`src/design/wpmg_pkg.sv`:
```
// Constants, register map and types of the watchdog programming-mode gate
package wpmg_pkg;
    // Clock and watchdog timing
    localparam int unsigned CLK_FREQ_MHZ  = 25;
    localparam int unsigned WDG_PERIOD_US = 2000;
    localparam int unsigned WDG_CYCLES    = WDG_PERIOD_US * CLK_FREQ_MHZ;

    // Register byte addresses
    localparam logic [7:0] ADDR_OPTION = 8'h00;
    localparam logic [7:0] ADDR_CTRL   = 8'h04;
    localparam logic [7:0] ADDR_STATUS = 8'h08;
    localparam logic [7:0] ADDR_IRQ    = 8'h0C;
    localparam logic [7:0] ADDR_CCR    = 8'h10;

    // Register indices
    localparam logic [2:0] IDX_OPTION = 3'h0;
    localparam logic [2:0] IDX_CTRL   = 3'h1;
    localparam logic [2:0] IDX_STATUS = 3'h2;
    localparam logic [2:0] IDX_IRQ    = 3'h3;
    localparam logic [2:0] IDX_CCR    = 3'h4;
    localparam logic [2:0] IDX_NONE   = 3'h7;

    // Field positions
    localparam int unsigned OPT_WDG_SW_SELECT_BIT = 0;
    localparam int unsigned CTRL_SW_EN_BIT        = 0;
    localparam int unsigned CTRL_REFRESH_BIT      = 1;
    localparam int unsigned IRQ_FLAG_BIT          = 0;
    localparam int unsigned IRQ_EN_BIT            = 1;
    localparam int unsigned IRQ_COLL_BIT          = 2;
    localparam int unsigned CCR_IMASK_BIT         = 3;

    // Reset values
    localparam logic [7:0] OPT_RESET = 8'hFF;
    localparam logic [7:0] CCR_RESET = 8'h08;

    // Bus responses
    localparam logic [1:0] RESP_OKAY   = 2'h0;
    localparam logic [1:0] RESP_SLVERR = 2'h2;

    typedef enum logic [1:0] {
        MODE_NORMAL,
        MODE_COMM,
        MODE_PROG
    } wpmg_mode_t;
endpackage : wpmg_pkg

```
`src/design/wpmg_if.sv`:
```
// Link between the gate logic and the watchdog counter
`timescale 1ns/1ns
`default_nettype none
interface wpmg_if;
    logic enable;
    logic refresh;
    logic resetReq;
    modport main (output enable, output refresh, input resetReq);
    modport wdt  (input enable, input refresh, output resetReq);
endinterface : wpmg_if
`default_nettype wire

```
`src/design/wpmg_wdt.sv`:
```
// Watchdog counter that raises an internal reset request on timeout
`timescale 1ns/1ns
`default_nettype none
module wpmg_wdt #(
    parameter int unsigned CYCLES = wpmg_pkg::WDG_CYCLES
) (
    // Clock and reset
    input  wire logic clk,
    input  wire logic arst_n,
    // Control link
    wpmg_if.wdt       link
);
    localparam int unsigned W = $clog2(CYCLES + 1);
    localparam logic [W-1:0] LAST = W'(CYCLES - 1);

    logic [W-1:0] count;

    // Timeout counter
    always_ff @(posedge clk or negedge arst_n) begin
        if (!arst_n) begin
            count         <= '0;
            link.resetReq <= 1'b0;
        end else begin
            link.resetReq <= 1'b0;
            if (!link.enable || link.refresh) begin
                count <= '0;
            end else if (count == LAST) begin
                count         <= '0;
                link.resetReq <= 1'b1;
            end else begin
                count <= count + 1'b1;
            end
        end
    end
endmodule : wpmg_wdt
`default_nettype wire

```
`src/design/wpmg_top.sv`:
```
// Watchdog gating for programming modes, interrupt clear guard, register slave
// Summary of operation
// - Option select bit zero means hardware watchdog
// - Communication mode never stops hardware watchdog resets
// - Option byte resets to software watchdog selected
// - Option-ignore mode ignores options, uses external clock
// - Clear colliding with request is caught safely
// - Condition code register never altered by clears
//
// The register addresses and register access over AXI4-Lite were chosen for this implementation.
`timescale 1ns/1ns
`default_nettype none
module wpmg_top #(
    parameter int unsigned WDG_CYCLES = wpmg_pkg::WDG_CYCLES
) (
    // Clock and reset
    input  wire logic        clk,
    input  wire logic        arst_n,
    // AXI4-Lite write
    input  wire logic [7:0]  s_axi_awaddr,
    input  wire logic        s_axi_awvalid,
    output logic             s_axi_awready,
    input  wire logic [31:0] s_axi_wdata,
    input  wire logic [3:0]  s_axi_wstrb,
    input  wire logic        s_axi_wvalid,
    output logic             s_axi_wready,
    output logic [1:0]       s_axi_bresp,
    output logic             s_axi_bvalid,
    input  wire logic        s_axi_bready,
    // AXI4-Lite read
    input  wire logic [7:0]  s_axi_araddr,
    input  wire logic        s_axi_arvalid,
    output logic             s_axi_arready,
    output logic [31:0]      s_axi_rdata,
    output logic [1:0]       s_axi_rresp,
    output logic             s_axi_rvalid,
    input  wire logic        s_axi_rready,
    // Tool pins
    input  wire logic        inCircuitCommMode,
    input  wire logic        optionIgnoreProgMode,
    input  wire logic        progClk,
    // Core side
    input  wire logic        irqReq,
    input  wire logic        inIsr,
    output logic             wdgResetReq,
    output logic             irqOut
);
    wpmg_if wdtLink ();

    wpmg_wdt #(.CYCLES(WDG_CYCLES)) u_wdt (
        .clk    (clk),
        .arst_n (arst_n),
        .link   (wdtLink.wdt)
    );

    function automatic logic [2:0] regIdx(input logic [7:0] a);
        case (a)
            wpmg_pkg::ADDR_OPTION: regIdx = wpmg_pkg::IDX_OPTION;
            wpmg_pkg::ADDR_CTRL:   regIdx = wpmg_pkg::IDX_CTRL;
            wpmg_pkg::ADDR_STATUS: regIdx = wpmg_pkg::IDX_STATUS;
            wpmg_pkg::ADDR_IRQ:    regIdx = wpmg_pkg::IDX_IRQ;
            wpmg_pkg::ADDR_CCR:    regIdx = wpmg_pkg::IDX_CCR;
            default:               regIdx = wpmg_pkg::IDX_NONE;
        endcase
    endfunction : regIdx

    logic [2:0]           syncA;
    logic [2:0]           syncB;
    logic                 progClkDly;
    logic                 progEdge;
    wpmg_pkg::wpmg_mode_t modeState;
    logic [7:0]           optionByte;
    logic                 swEnable;
    logic                 refresh;
    logic                 irqFlag;
    logic                 irqEn;
    logic                 collision;
    logic [7:0]           ccr;
    logic [7:0]           resetCount;
    logic [7:0]           stepCount;
    logic                 seenClk;
    logic                 wrFire;
    logic [2:0]           wrIdx;
    logic                 wrLow;
    logic                 hwActive;
    logic                 wdgEnable;
    logic                 flagClr;
    logic                 enClr;
    logic                 clrEvt;
    logic                 unsafe;

    // Pin synchronisers
    always_ff @(posedge clk or negedge arst_n) begin
        if (!arst_n) begin
            syncA      <= 3'h0;
            syncB      <= 3'h0;
            progClkDly <= 1'b0;
        end else begin
            syncA      <= {progClk, optionIgnoreProgMode, inCircuitCommMode};
            syncB      <= syncA;
            progClkDly <= syncB[2];
        end
    end

    assign progEdge = syncB[2] && !progClkDly;

    // Mode tracking
    always_ff @(posedge clk or negedge arst_n) begin
        if (!arst_n) begin
            modeState <= wpmg_pkg::MODE_NORMAL;
        end else begin
            case ({syncB[1], syncB[0]})
                2'b10, 2'b11: modeState <= wpmg_pkg::MODE_PROG;
                2'b01:        modeState <= wpmg_pkg::MODE_COMM;
                default:      modeState <= wpmg_pkg::MODE_NORMAL;
            endcase
        end
    end

    // Device steps follow the external clock in option-ignore mode
    always_ff @(posedge clk or negedge arst_n) begin
        if (!arst_n) begin
            stepCount <= 8'h00;
        end else if (modeState != wpmg_pkg::MODE_PROG || progEdge) begin
            stepCount <= stepCount + 8'h01;
        end
    end

    // Watchdog gating
    assign hwActive  = !optionByte[wpmg_pkg::OPT_WDG_SW_SELECT_BIT];
    assign wdgEnable = (modeState != wpmg_pkg::MODE_PROG)
                       && (hwActive || swEnable);
    assign wdtLink.enable  = wdgEnable;
    assign wdtLink.refresh = refresh;
    assign wdgResetReq     = wdtLink.resetReq;

    // Write channel
    assign wrFire        = s_axi_awvalid && s_axi_wvalid && !s_axi_bvalid;
    assign s_axi_awready = wrFire;
    assign s_axi_wready  = wrFire;
    assign wrIdx         = regIdx(s_axi_awaddr);
    assign wrLow         = wrFire && s_axi_wstrb[0];

    always_ff @(posedge clk or negedge arst_n) begin
        if (!arst_n) begin
            s_axi_bvalid <= 1'b0;
            s_axi_bresp  <= wpmg_pkg::RESP_OKAY;
        end else if (wrFire) begin
            s_axi_bvalid <= 1'b1;
            s_axi_bresp  <= (wrIdx == wpmg_pkg::IDX_NONE) ? wpmg_pkg::RESP_SLVERR
                                                           : wpmg_pkg::RESP_OKAY;
        end else if (s_axi_bready) begin
            s_axi_bvalid <= 1'b0;
        end
    end

    // Option byte and watchdog control
    always_ff @(posedge clk or negedge arst_n) begin
        if (!arst_n) begin
            optionByte <= wpmg_pkg::OPT_RESET;
            swEnable   <= 1'b0;
            refresh    <= 1'b0;
        end else begin
            refresh <= wrLow && wrIdx == wpmg_pkg::IDX_CTRL
                       && s_axi_wdata[wpmg_pkg::CTRL_REFRESH_BIT];
            if (wrLow && wrIdx == wpmg_pkg::IDX_OPTION) begin
                optionByte <= s_axi_wdata[7:0];
            end
            if (wrLow && wrIdx == wpmg_pkg::IDX_CTRL) begin
                swEnable <= s_axi_wdata[wpmg_pkg::CTRL_SW_EN_BIT];
            end
        end
    end

    // Reset event counter
    always_ff @(posedge clk or negedge arst_n) begin
        if (!arst_n) begin
            resetCount <= 8'h00;
            seenClk    <= 1'b0;
        end else begin
            seenClk <= 1'b1;
            if (wdtLink.resetReq) begin
                resetCount <= resetCount + 8'h01;
            end
        end
    end

    // Interrupt flag, enable and clear guard
    assign flagClr = wrLow && wrIdx == wpmg_pkg::IDX_IRQ && s_axi_wdata[wpmg_pkg::IRQ_FLAG_BIT];
    assign enClr   = wrLow && wrIdx == wpmg_pkg::IDX_IRQ && irqEn
                     && !s_axi_wdata[wpmg_pkg::IRQ_EN_BIT];
    assign clrEvt  = flagClr || enClr;
    assign unsafe  = !inIsr && irqEn && !ccr[wpmg_pkg::CCR_IMASK_BIT];

    always_ff @(posedge clk or negedge arst_n) begin
        if (!arst_n) begin
            irqFlag   <= 1'b0;
            irqEn     <= 1'b0;
            collision <= 1'b0;
            irqOut    <= 1'b0;
        end else begin
            irqFlag <= irqReq || (irqFlag && !flagClr);
            if (wrLow && wrIdx == wpmg_pkg::IDX_IRQ) begin
                irqEn <= s_axi_wdata[wpmg_pkg::IRQ_EN_BIT];
            end
            collision <= (irqReq && clrEvt && unsafe)
                         || (collision && !(wrLow && wrIdx == wpmg_pkg::IDX_IRQ
                                            && s_axi_wdata[wpmg_pkg::IRQ_COLL_BIT]));
            irqOut <= irqFlag && irqEn && !ccr[wpmg_pkg::CCR_IMASK_BIT];
        end
    end

    // Condition code register: only a direct write changes it
    always_ff @(posedge clk or negedge arst_n) begin
        if (!arst_n) begin
            ccr <= wpmg_pkg::CCR_RESET;
        end else if (wrLow && wrIdx == wpmg_pkg::IDX_CCR) begin
            ccr <= s_axi_wdata[7:0];
        end
    end

    // Read channel
    assign s_axi_arready = !s_axi_rvalid;

    always_ff @(posedge clk or negedge arst_n) begin
        if (!arst_n) begin
            s_axi_rvalid <= 1'b0;
            s_axi_rdata  <= 32'h0000_0000;
            s_axi_rresp  <= wpmg_pkg::RESP_OKAY;
        end else if (s_axi_arvalid && !s_axi_rvalid) begin
            s_axi_rvalid <= 1'b1;
            s_axi_rresp  <= wpmg_pkg::RESP_OKAY;
            case (regIdx(s_axi_araddr))
                wpmg_pkg::IDX_OPTION: s_axi_rdata <= {24'h000000, optionByte};
                wpmg_pkg::IDX_CTRL:   s_axi_rdata <= {31'h00000000, swEnable};
                wpmg_pkg::IDX_STATUS: s_axi_rdata <= {8'h00, stepCount, resetCount, 4'h0,
                                                      modeState == wpmg_pkg::MODE_COMM,
                                                      modeState == wpmg_pkg::MODE_PROG,
                                                      hwActive, wdgEnable};
                wpmg_pkg::IDX_IRQ:    s_axi_rdata <= {29'h00000000, collision, irqEn, irqFlag};
                wpmg_pkg::IDX_CCR:    s_axi_rdata <= {24'h000000, ccr};
                default: begin
                    s_axi_rdata <= 32'h0000_0000;
                    s_axi_rresp <= wpmg_pkg::RESP_SLVERR;
                end
            endcase
        end else if (s_axi_rready) begin
            s_axi_rvalid <= 1'b0;
        end
    end
endmodule : wpmg_top
`default_nettype wire

```
`config.mk`:
```
export PLATFORM = sky130hd
export DESIGN_NAME = wpmg_top
export DESIGN_NICKNAME = d
export VERILOG_FILES = /design/src/design/wpmg_pkg.sv /design/src/design/wpmg_if.sv /design/src/design/wpmg_wdt.sv /design/src/design/wpmg_top.sv
export SDC_FILE = /design/constraint.sdc
export NUM_CORES = 1
export LEC_CHECK = 0
export ABC_AREA = 1
export BUFFER_PORTS_ARGS = -buffer_cell sky130_fd_sc_hd__buf_4
export CORE_UTILIZATION = 45
export CTS_CLUSTER_DIAMETER = 30
export DETAILED_ROUTE_END_ITERATION = 10
export PLACE_DENSITY = 0.69
export SLEW_MARGIN = 10
export SYNTH_ARGS = -nofsm -noshare
export SYNTH_HDL_FRONTEND = slang
export SYNTH_HIERARCHICAL = 1
export SYNTH_SLANG_ARGS = --single-unit
```
`constraint.sdc`:
```
create_clock -name clk -period 1.34 [get_ports clk]
set_input_delay 0.268 -clock clk [delete_from_list [all_inputs] [get_ports clk]]
set_output_delay 0.268 -clock clk [all_outputs]
set_load 0.01 [all_outputs]
```
# [Word level (Yosys, flattened, before mapping)]
# Cells that the tools add are included.
# W data, S select, Z words.
[totals] word_cells=109 out_inout_bits=43 input_bits=64 register_bits=102
[classes] n_mux=15 n_reduce_logical=47 add_sub_neg=3 n_eq_ne=23
[op_table] operator="$pmux W24 S5" n=1
[op_table] operator="$eq A8 B4 Y1 const B" n=4
[op_table] operator="$mux W16" n=2
[op_table] operator="$pmux W3 S5" n=2
[op_table] operator="$logic_and A1 B1 Y1" n=23
[op_table] operator="$add A16 B1 Y16 const B" n=1
[op_table] operator="$add A8 B1 Y8 const B" n=2
[op_table] operator="$eq A16 B16 Y1 const B" n=1
[op_table] operator="$eq A8 B3 Y1 const B" n=2
[op_table] operator="$eq A8 B5 Y1 const B" n=2
[op_table] operator="$logic_not A8 Y1" n=2
[op_table] operator="$logic_not A1 Y1" n=10
[op_table] operator="$eq A3 B2 Y1 const B" n=3
[op_table] operator="$eq A3 B3 Y1 const B" n=3
[op_table] operator="$eq A2 B2 Y1 const B" n=3
[op_table] operator="$eq A3 B1 Y1 const B" n=2
[op_table] operator="$logic_not A3 Y1" n=2
[op_table] operator="$logic_or A1 B1 Y1" n=6
[op_table] operator="$mux W1" n=6
[op_table] operator="$reduce_or A5 Y1" n=1
[op_table] operator="$eq A2 B1 Y1 const B" n=2
[op_table] operator="$mux W2" n=2
[op_table] operator="$pmux W2 S2" n=1
[op_table] operator="$reduce_bool A2 Y1" n=2
[op_table] operator="other kinds (3)" n=3

# [Logic depth before layout (Yosys ltp)]
[logic_depth] word_depth=10 ltp_mapped=10 depth_no_buf=10

# [By module]
# The synthesis kept the hierarchy.
[modules_own_cells] module="wpmg_top" cells_per_inst=369 area_per_inst_um2=3544.6 seq_area_each_um2=1888.1 instances=1
[modules_own_cells] module="wpmg_wdt" cells_per_inst=125 area_per_inst_um2=949.7 seq_area_each_um2=425.4 instances=1

# [Least setup slack after synthesis]
# Ideal clock, no wire load.
[synth_timing] kind="register -> register" start="register s_axi_bvalid" end="register ccr[2]" period_less_slack_ns=1.228 required_time_ns=1.221 setup_ns=0.119 path_stages_with_launch=8 path_buffers=1 slack_ns=0.112 arrival_ns=1.109 cell_sequence="dfrtp_1 > inv_2 > nand3_2 > nor2_4 > nand2_2 > buf_6 > nand2_1 > o21ai_2"
[synth_between] elab_chain_cells=4
[synth_rtl] item="start, declared" line="wpmg_top.sv:28" rtl="output logic s_axi_bvalid,"
[synth_rtl] item="start signal, assigned" line="wpmg_top.sv:146" rtl="s_axi_bvalid <= 1'b0;"
[synth_rtl] item="start signal, assigned" line="wpmg_top.sv:149" rtl="s_axi_bvalid <= 1'b1;"
[synth_rtl] item="start signal, assigned" line="wpmg_top.sv:153" rtl="s_axi_bvalid <= 1'b0;"
[synth_rtl] item="$logic_not A1 Y1" line="wpmg_top.sv:138" rtl="assign wrFire = s_axi_awvalid && s_axi_wvalid && !s_axi_bvalid;"
[synth_rtl] item="$logic_and A1 B1 Y1" line="wpmg_top.sv:138"
[synth_rtl] item="$logic_and A1 B1 Y1" line="wpmg_top.sv:142" rtl="assign wrLow = wrFire && s_axi_wstrb[0];"
[synth_rtl] item="$logic_and A1 B1 Y1" line="wpmg_top.sv:217" rtl="end else if (wrLow && wrIdx == wpmg_pkg::IDX_CCR) begin"
[synth_rtl] item="end signal, assigned" line="wpmg_top.sv:216" rtl="ccr <= wpmg_pkg::CCR_RESET;"
[synth_rtl] item="end signal, assigned" line="wpmg_top.sv:218" rtl="ccr <= s_axi_wdata[7:0];"
[synth_rtl] item="end, declared" line="wpmg_top.sv:78" rtl="logic [7:0] ccr;"
# Every way passes these cells.
# A chain may end at the register's enable or synchronous reset.

# [Worst setup path after layout]
[layout_timing] start="register s_axi_bvalid" end="output port s_axi_wready"
[layout_between] elab_chain_cells=2
[layout_rtl] item="$logic_not A1 Y1" line="wpmg_top.sv:138"
[layout_rtl] item="$logic_and A1 B1 Y1" line="wpmg_top.sv:138"
[layout_rtl] item="end, declared" line="wpmg_top.sv:26" rtl="output logic s_axi_wready,"
# Every way passes these cells.

==> metrics.cfg <==
[outcome]
outcome=finished, violations left
violations=setup timing

[floorplanning]
die_w_um=102
die_area_mm2=0.0104
die_h_um=102
core-area_mm2=0.00973
rows=36
pin_count=107
start_util_pct=46.2

[clock_tree]
cts_tree=done
cts.sinks=92
clk_pin_slew_worst_paths_ns=0.09
cts_max_level=3
cts_made_buffers=9
clockRootBuffer=clkbuf_8
clock_latency_ns=0.36
cts_buffer_depth=2

[drt]
drc=0
wl_per_cell_um=12.4
drt_wl_total_um=9030
viasPerCell=4.80
dr_total_vias=3491
drt_iter0_drc=149
firstDrtPassIters=4
final_antenna_net_count=0

[worst_setup_path]
cp_max_fo=3
cp.arrival_ns=1.11
crit_path_end_kind=output port
crit_type=flop to output port
ff2ff_path_depth=8
startpoint_type=flop
cp.required_ns=1.07

[hold_path]
worstHoldPathCells=2
hold_class=input port to flop

[grt]
grt-ovfl-total=0
grt_pass1_vias=3397
grtUsageTotal_pct=19.0
grt_max_degree=30
antenna_found_initial=0
grt_pass1_wl_um=15400

[job]
maxCapViolCount=0

[power_and_ir_drop]
p_int_mw=4.30
leakagePower_nw=2.81
switchingPower_mw=1.72
p_per_area_mw_per_mm2=1060
power.share.clock_pct=32.0
swShare_pct=28.6
seq_power_share_pct=51.7
combPwrFrac_pct=16.3
ir_worst_vdd_mv=0.562

[sta]
finClkSkew_ns=0.0130
rsz0062_at_grt=true
fmax_mhz=725
period_share_pct=103
finalWorstSetupSlack_ns=-0.0398
min_period_ns=1.38
holdWs_ns=0.0834
setup_viol=4
slew_viol_final=0
final_hold_viol_count=0

[finish]
area_delta_synth_final_pct=26.6
final_common_cell=nand2_1
nets=657
n_antenna_cell=0
final_cell_mix=nand2_1, dfrtp_1, buf_4
fin_cells=728
drive_gt1_share_pct=33.8

[synthesis]
synth_seq_cells=92
yosysWarnings=6
yosysSeqAreaShare_pct=51.5
syn_avg_cell_area_um2=9.10
synth_top_area_share_pct=46.2
synth_area_leader_cell=dfrtp_1
synthCells=494
synthTopCellsByArea=dfrtp_1, nand2_1, dfstp_2
ys_types=40
netlist_area_mm2=0.00449

[place]
gp_congestion=0.891
post-dp-hpwl_um=6630
dp.cells=703
place.port_buffers=69

[flip-flops by register name, summed over array words and instances (netlist names), 2 cells and up]
name and count:
ccr 8, modeState 2, optionByte 8, resetCount 8
s_axi_rdata 24, stepCount 8, syncA 3, syncB 3
u_wdt/count 16
[cell type report]
class                   instances  area [µm²]
well taps                     133         166
multi-input cells             328        1920
flip-flops and latches         92        2310
repair buffers                 95         838
clock buffers                  10         138
repair inverters                1        5.00
clock inverters                 6        70.1
fillers                       903        4040
inverters                      63         243
[cells by family after synthesis]
family                   Yosys count  share of synthesized area, %
buffers and inverters             83                          8.46
other                              1                        0.0834
XOR/XNOR                          20                          3.90
AND/OR/NAND/NOR                  238                          25.0
AO/OA/AOI/OAI                     57                          10.2
adder cells (fa/ha/maj)            3                         0.835
flip-flops                        92                          51.5
[worst max-delay path: stages, from the launching register on]
cell     delay, ns
dfrtp_1       0.40
inv_2         0.08
nand3_4       0.10
inv_4         0.08
buf_6         0.10
[path summary, 6_finish.rpt]
check                                  start             to  slack (ns)
worst min register to register      syncA[1]       syncB[1]        0.36
worst max-delay path            s_axi_bvalid   s_axi_wready       -0.04
worst max register to register  s_axi_bvalid       swEnable       -0.02
max in group asynchronous             arst_n  optionByte[2]        0.41
worst min-delay path            s_axi_bready   s_axi_bvalid        0.08
min in group asynchronous             arst_n   stepCount[4]        0.38
[synth_stat cells]
library cell  number
o21ai_0            6
nor2_1            50
a21oi_1            9
xnor2_1            2
o31ai_4            2
o211ai_1           1
nand2_2            8
nand3_1           29
inv_2              7
o21ai_1            6
nand2_1          112
buf_2              4
nor2_8             1
nor3_4             1
dfstp_2            9
conb_1             1
a21o_2             1
o21bai_2           1
xor2_1            18
nand2_4            3
dfrtp_1           83
buf_4             11
inv_1             56
a21o_1             1
nor2_2             7
nor2_4             5
buf_6              3
nand3_2            2
ha_1               3
a31oi_1            1
o31ai_2            5
o31ai_1            7
o21ai_4            1
nor3_1             3
nor3_2             1
clkbuf_1           2
nand3b_1           3
nor3b_1            1
nand4_1           12
o21ai_2           16
[layer usage]
| metal | share of wire, % | vias to the layer above | GRT usage (%) |
|---|---|---|---|
| met2 | 49 | 72 | 31.7 |
| met5 | 0 | - | 0 |
| met3 | 3.6 | 11 | 2.87 |
| met4 | 1.3 | 0 | 7.80 |
| li1 | - | 1738 | - |
| met1 | 46 | 1670 | 24.8 |
[through the flow]
step / setup slack [ns] / power, mW / cell area (µm²) / utilization, % / setup TNS [ns]
5_1_grt: -0.0819 / 6.32 / 5690 / 58.5 / -0.527
3_5_place_dp: -0.0455 / 4.10 / 5290 / 54.4 / -0.0455
2_1_floorplan: 0.112 / 3.69 / 4530 / - / 0
4_1_cts: -0.0341 / 6.07 / 5590 / 57.5 / -0.0736
3_3_place_gp: 0.0324 / 4.06 / 5290 / 54.4 / 0
6_report: -0.0398 / 6.03 / 5690 / 58.5 / -0.104
[power by group through the flow]
| stage | combinational [mW] | clock (mW) | sequential (mW) |
|---|---|---|---|
| after global placement | 0.906 | 0 | 3.15 |
| after detailed placement | 0.937 | 0 | 3.16 |
| final | 0.981 | 1.93 | 3.11 |
| after CTS | 0.978 | 1.98 | 3.11 |
| after floorplan | 0.536 | 0 | 3.16 |
| after global routing | 1.11 | 2.08 | 3.14 |
[what timing repair did]
action / CTS / global route
cloned: 0 / 1
hold buffers: 4 / 0
buffers inserted: 4 / 2
gates resized for setup: 6 / 28
setup endpoints to repair: 5 / 33
hold endpoints to repair: 25 / 0
pin swaps: 0 / 10
Power figures use the tool's default switching activity.
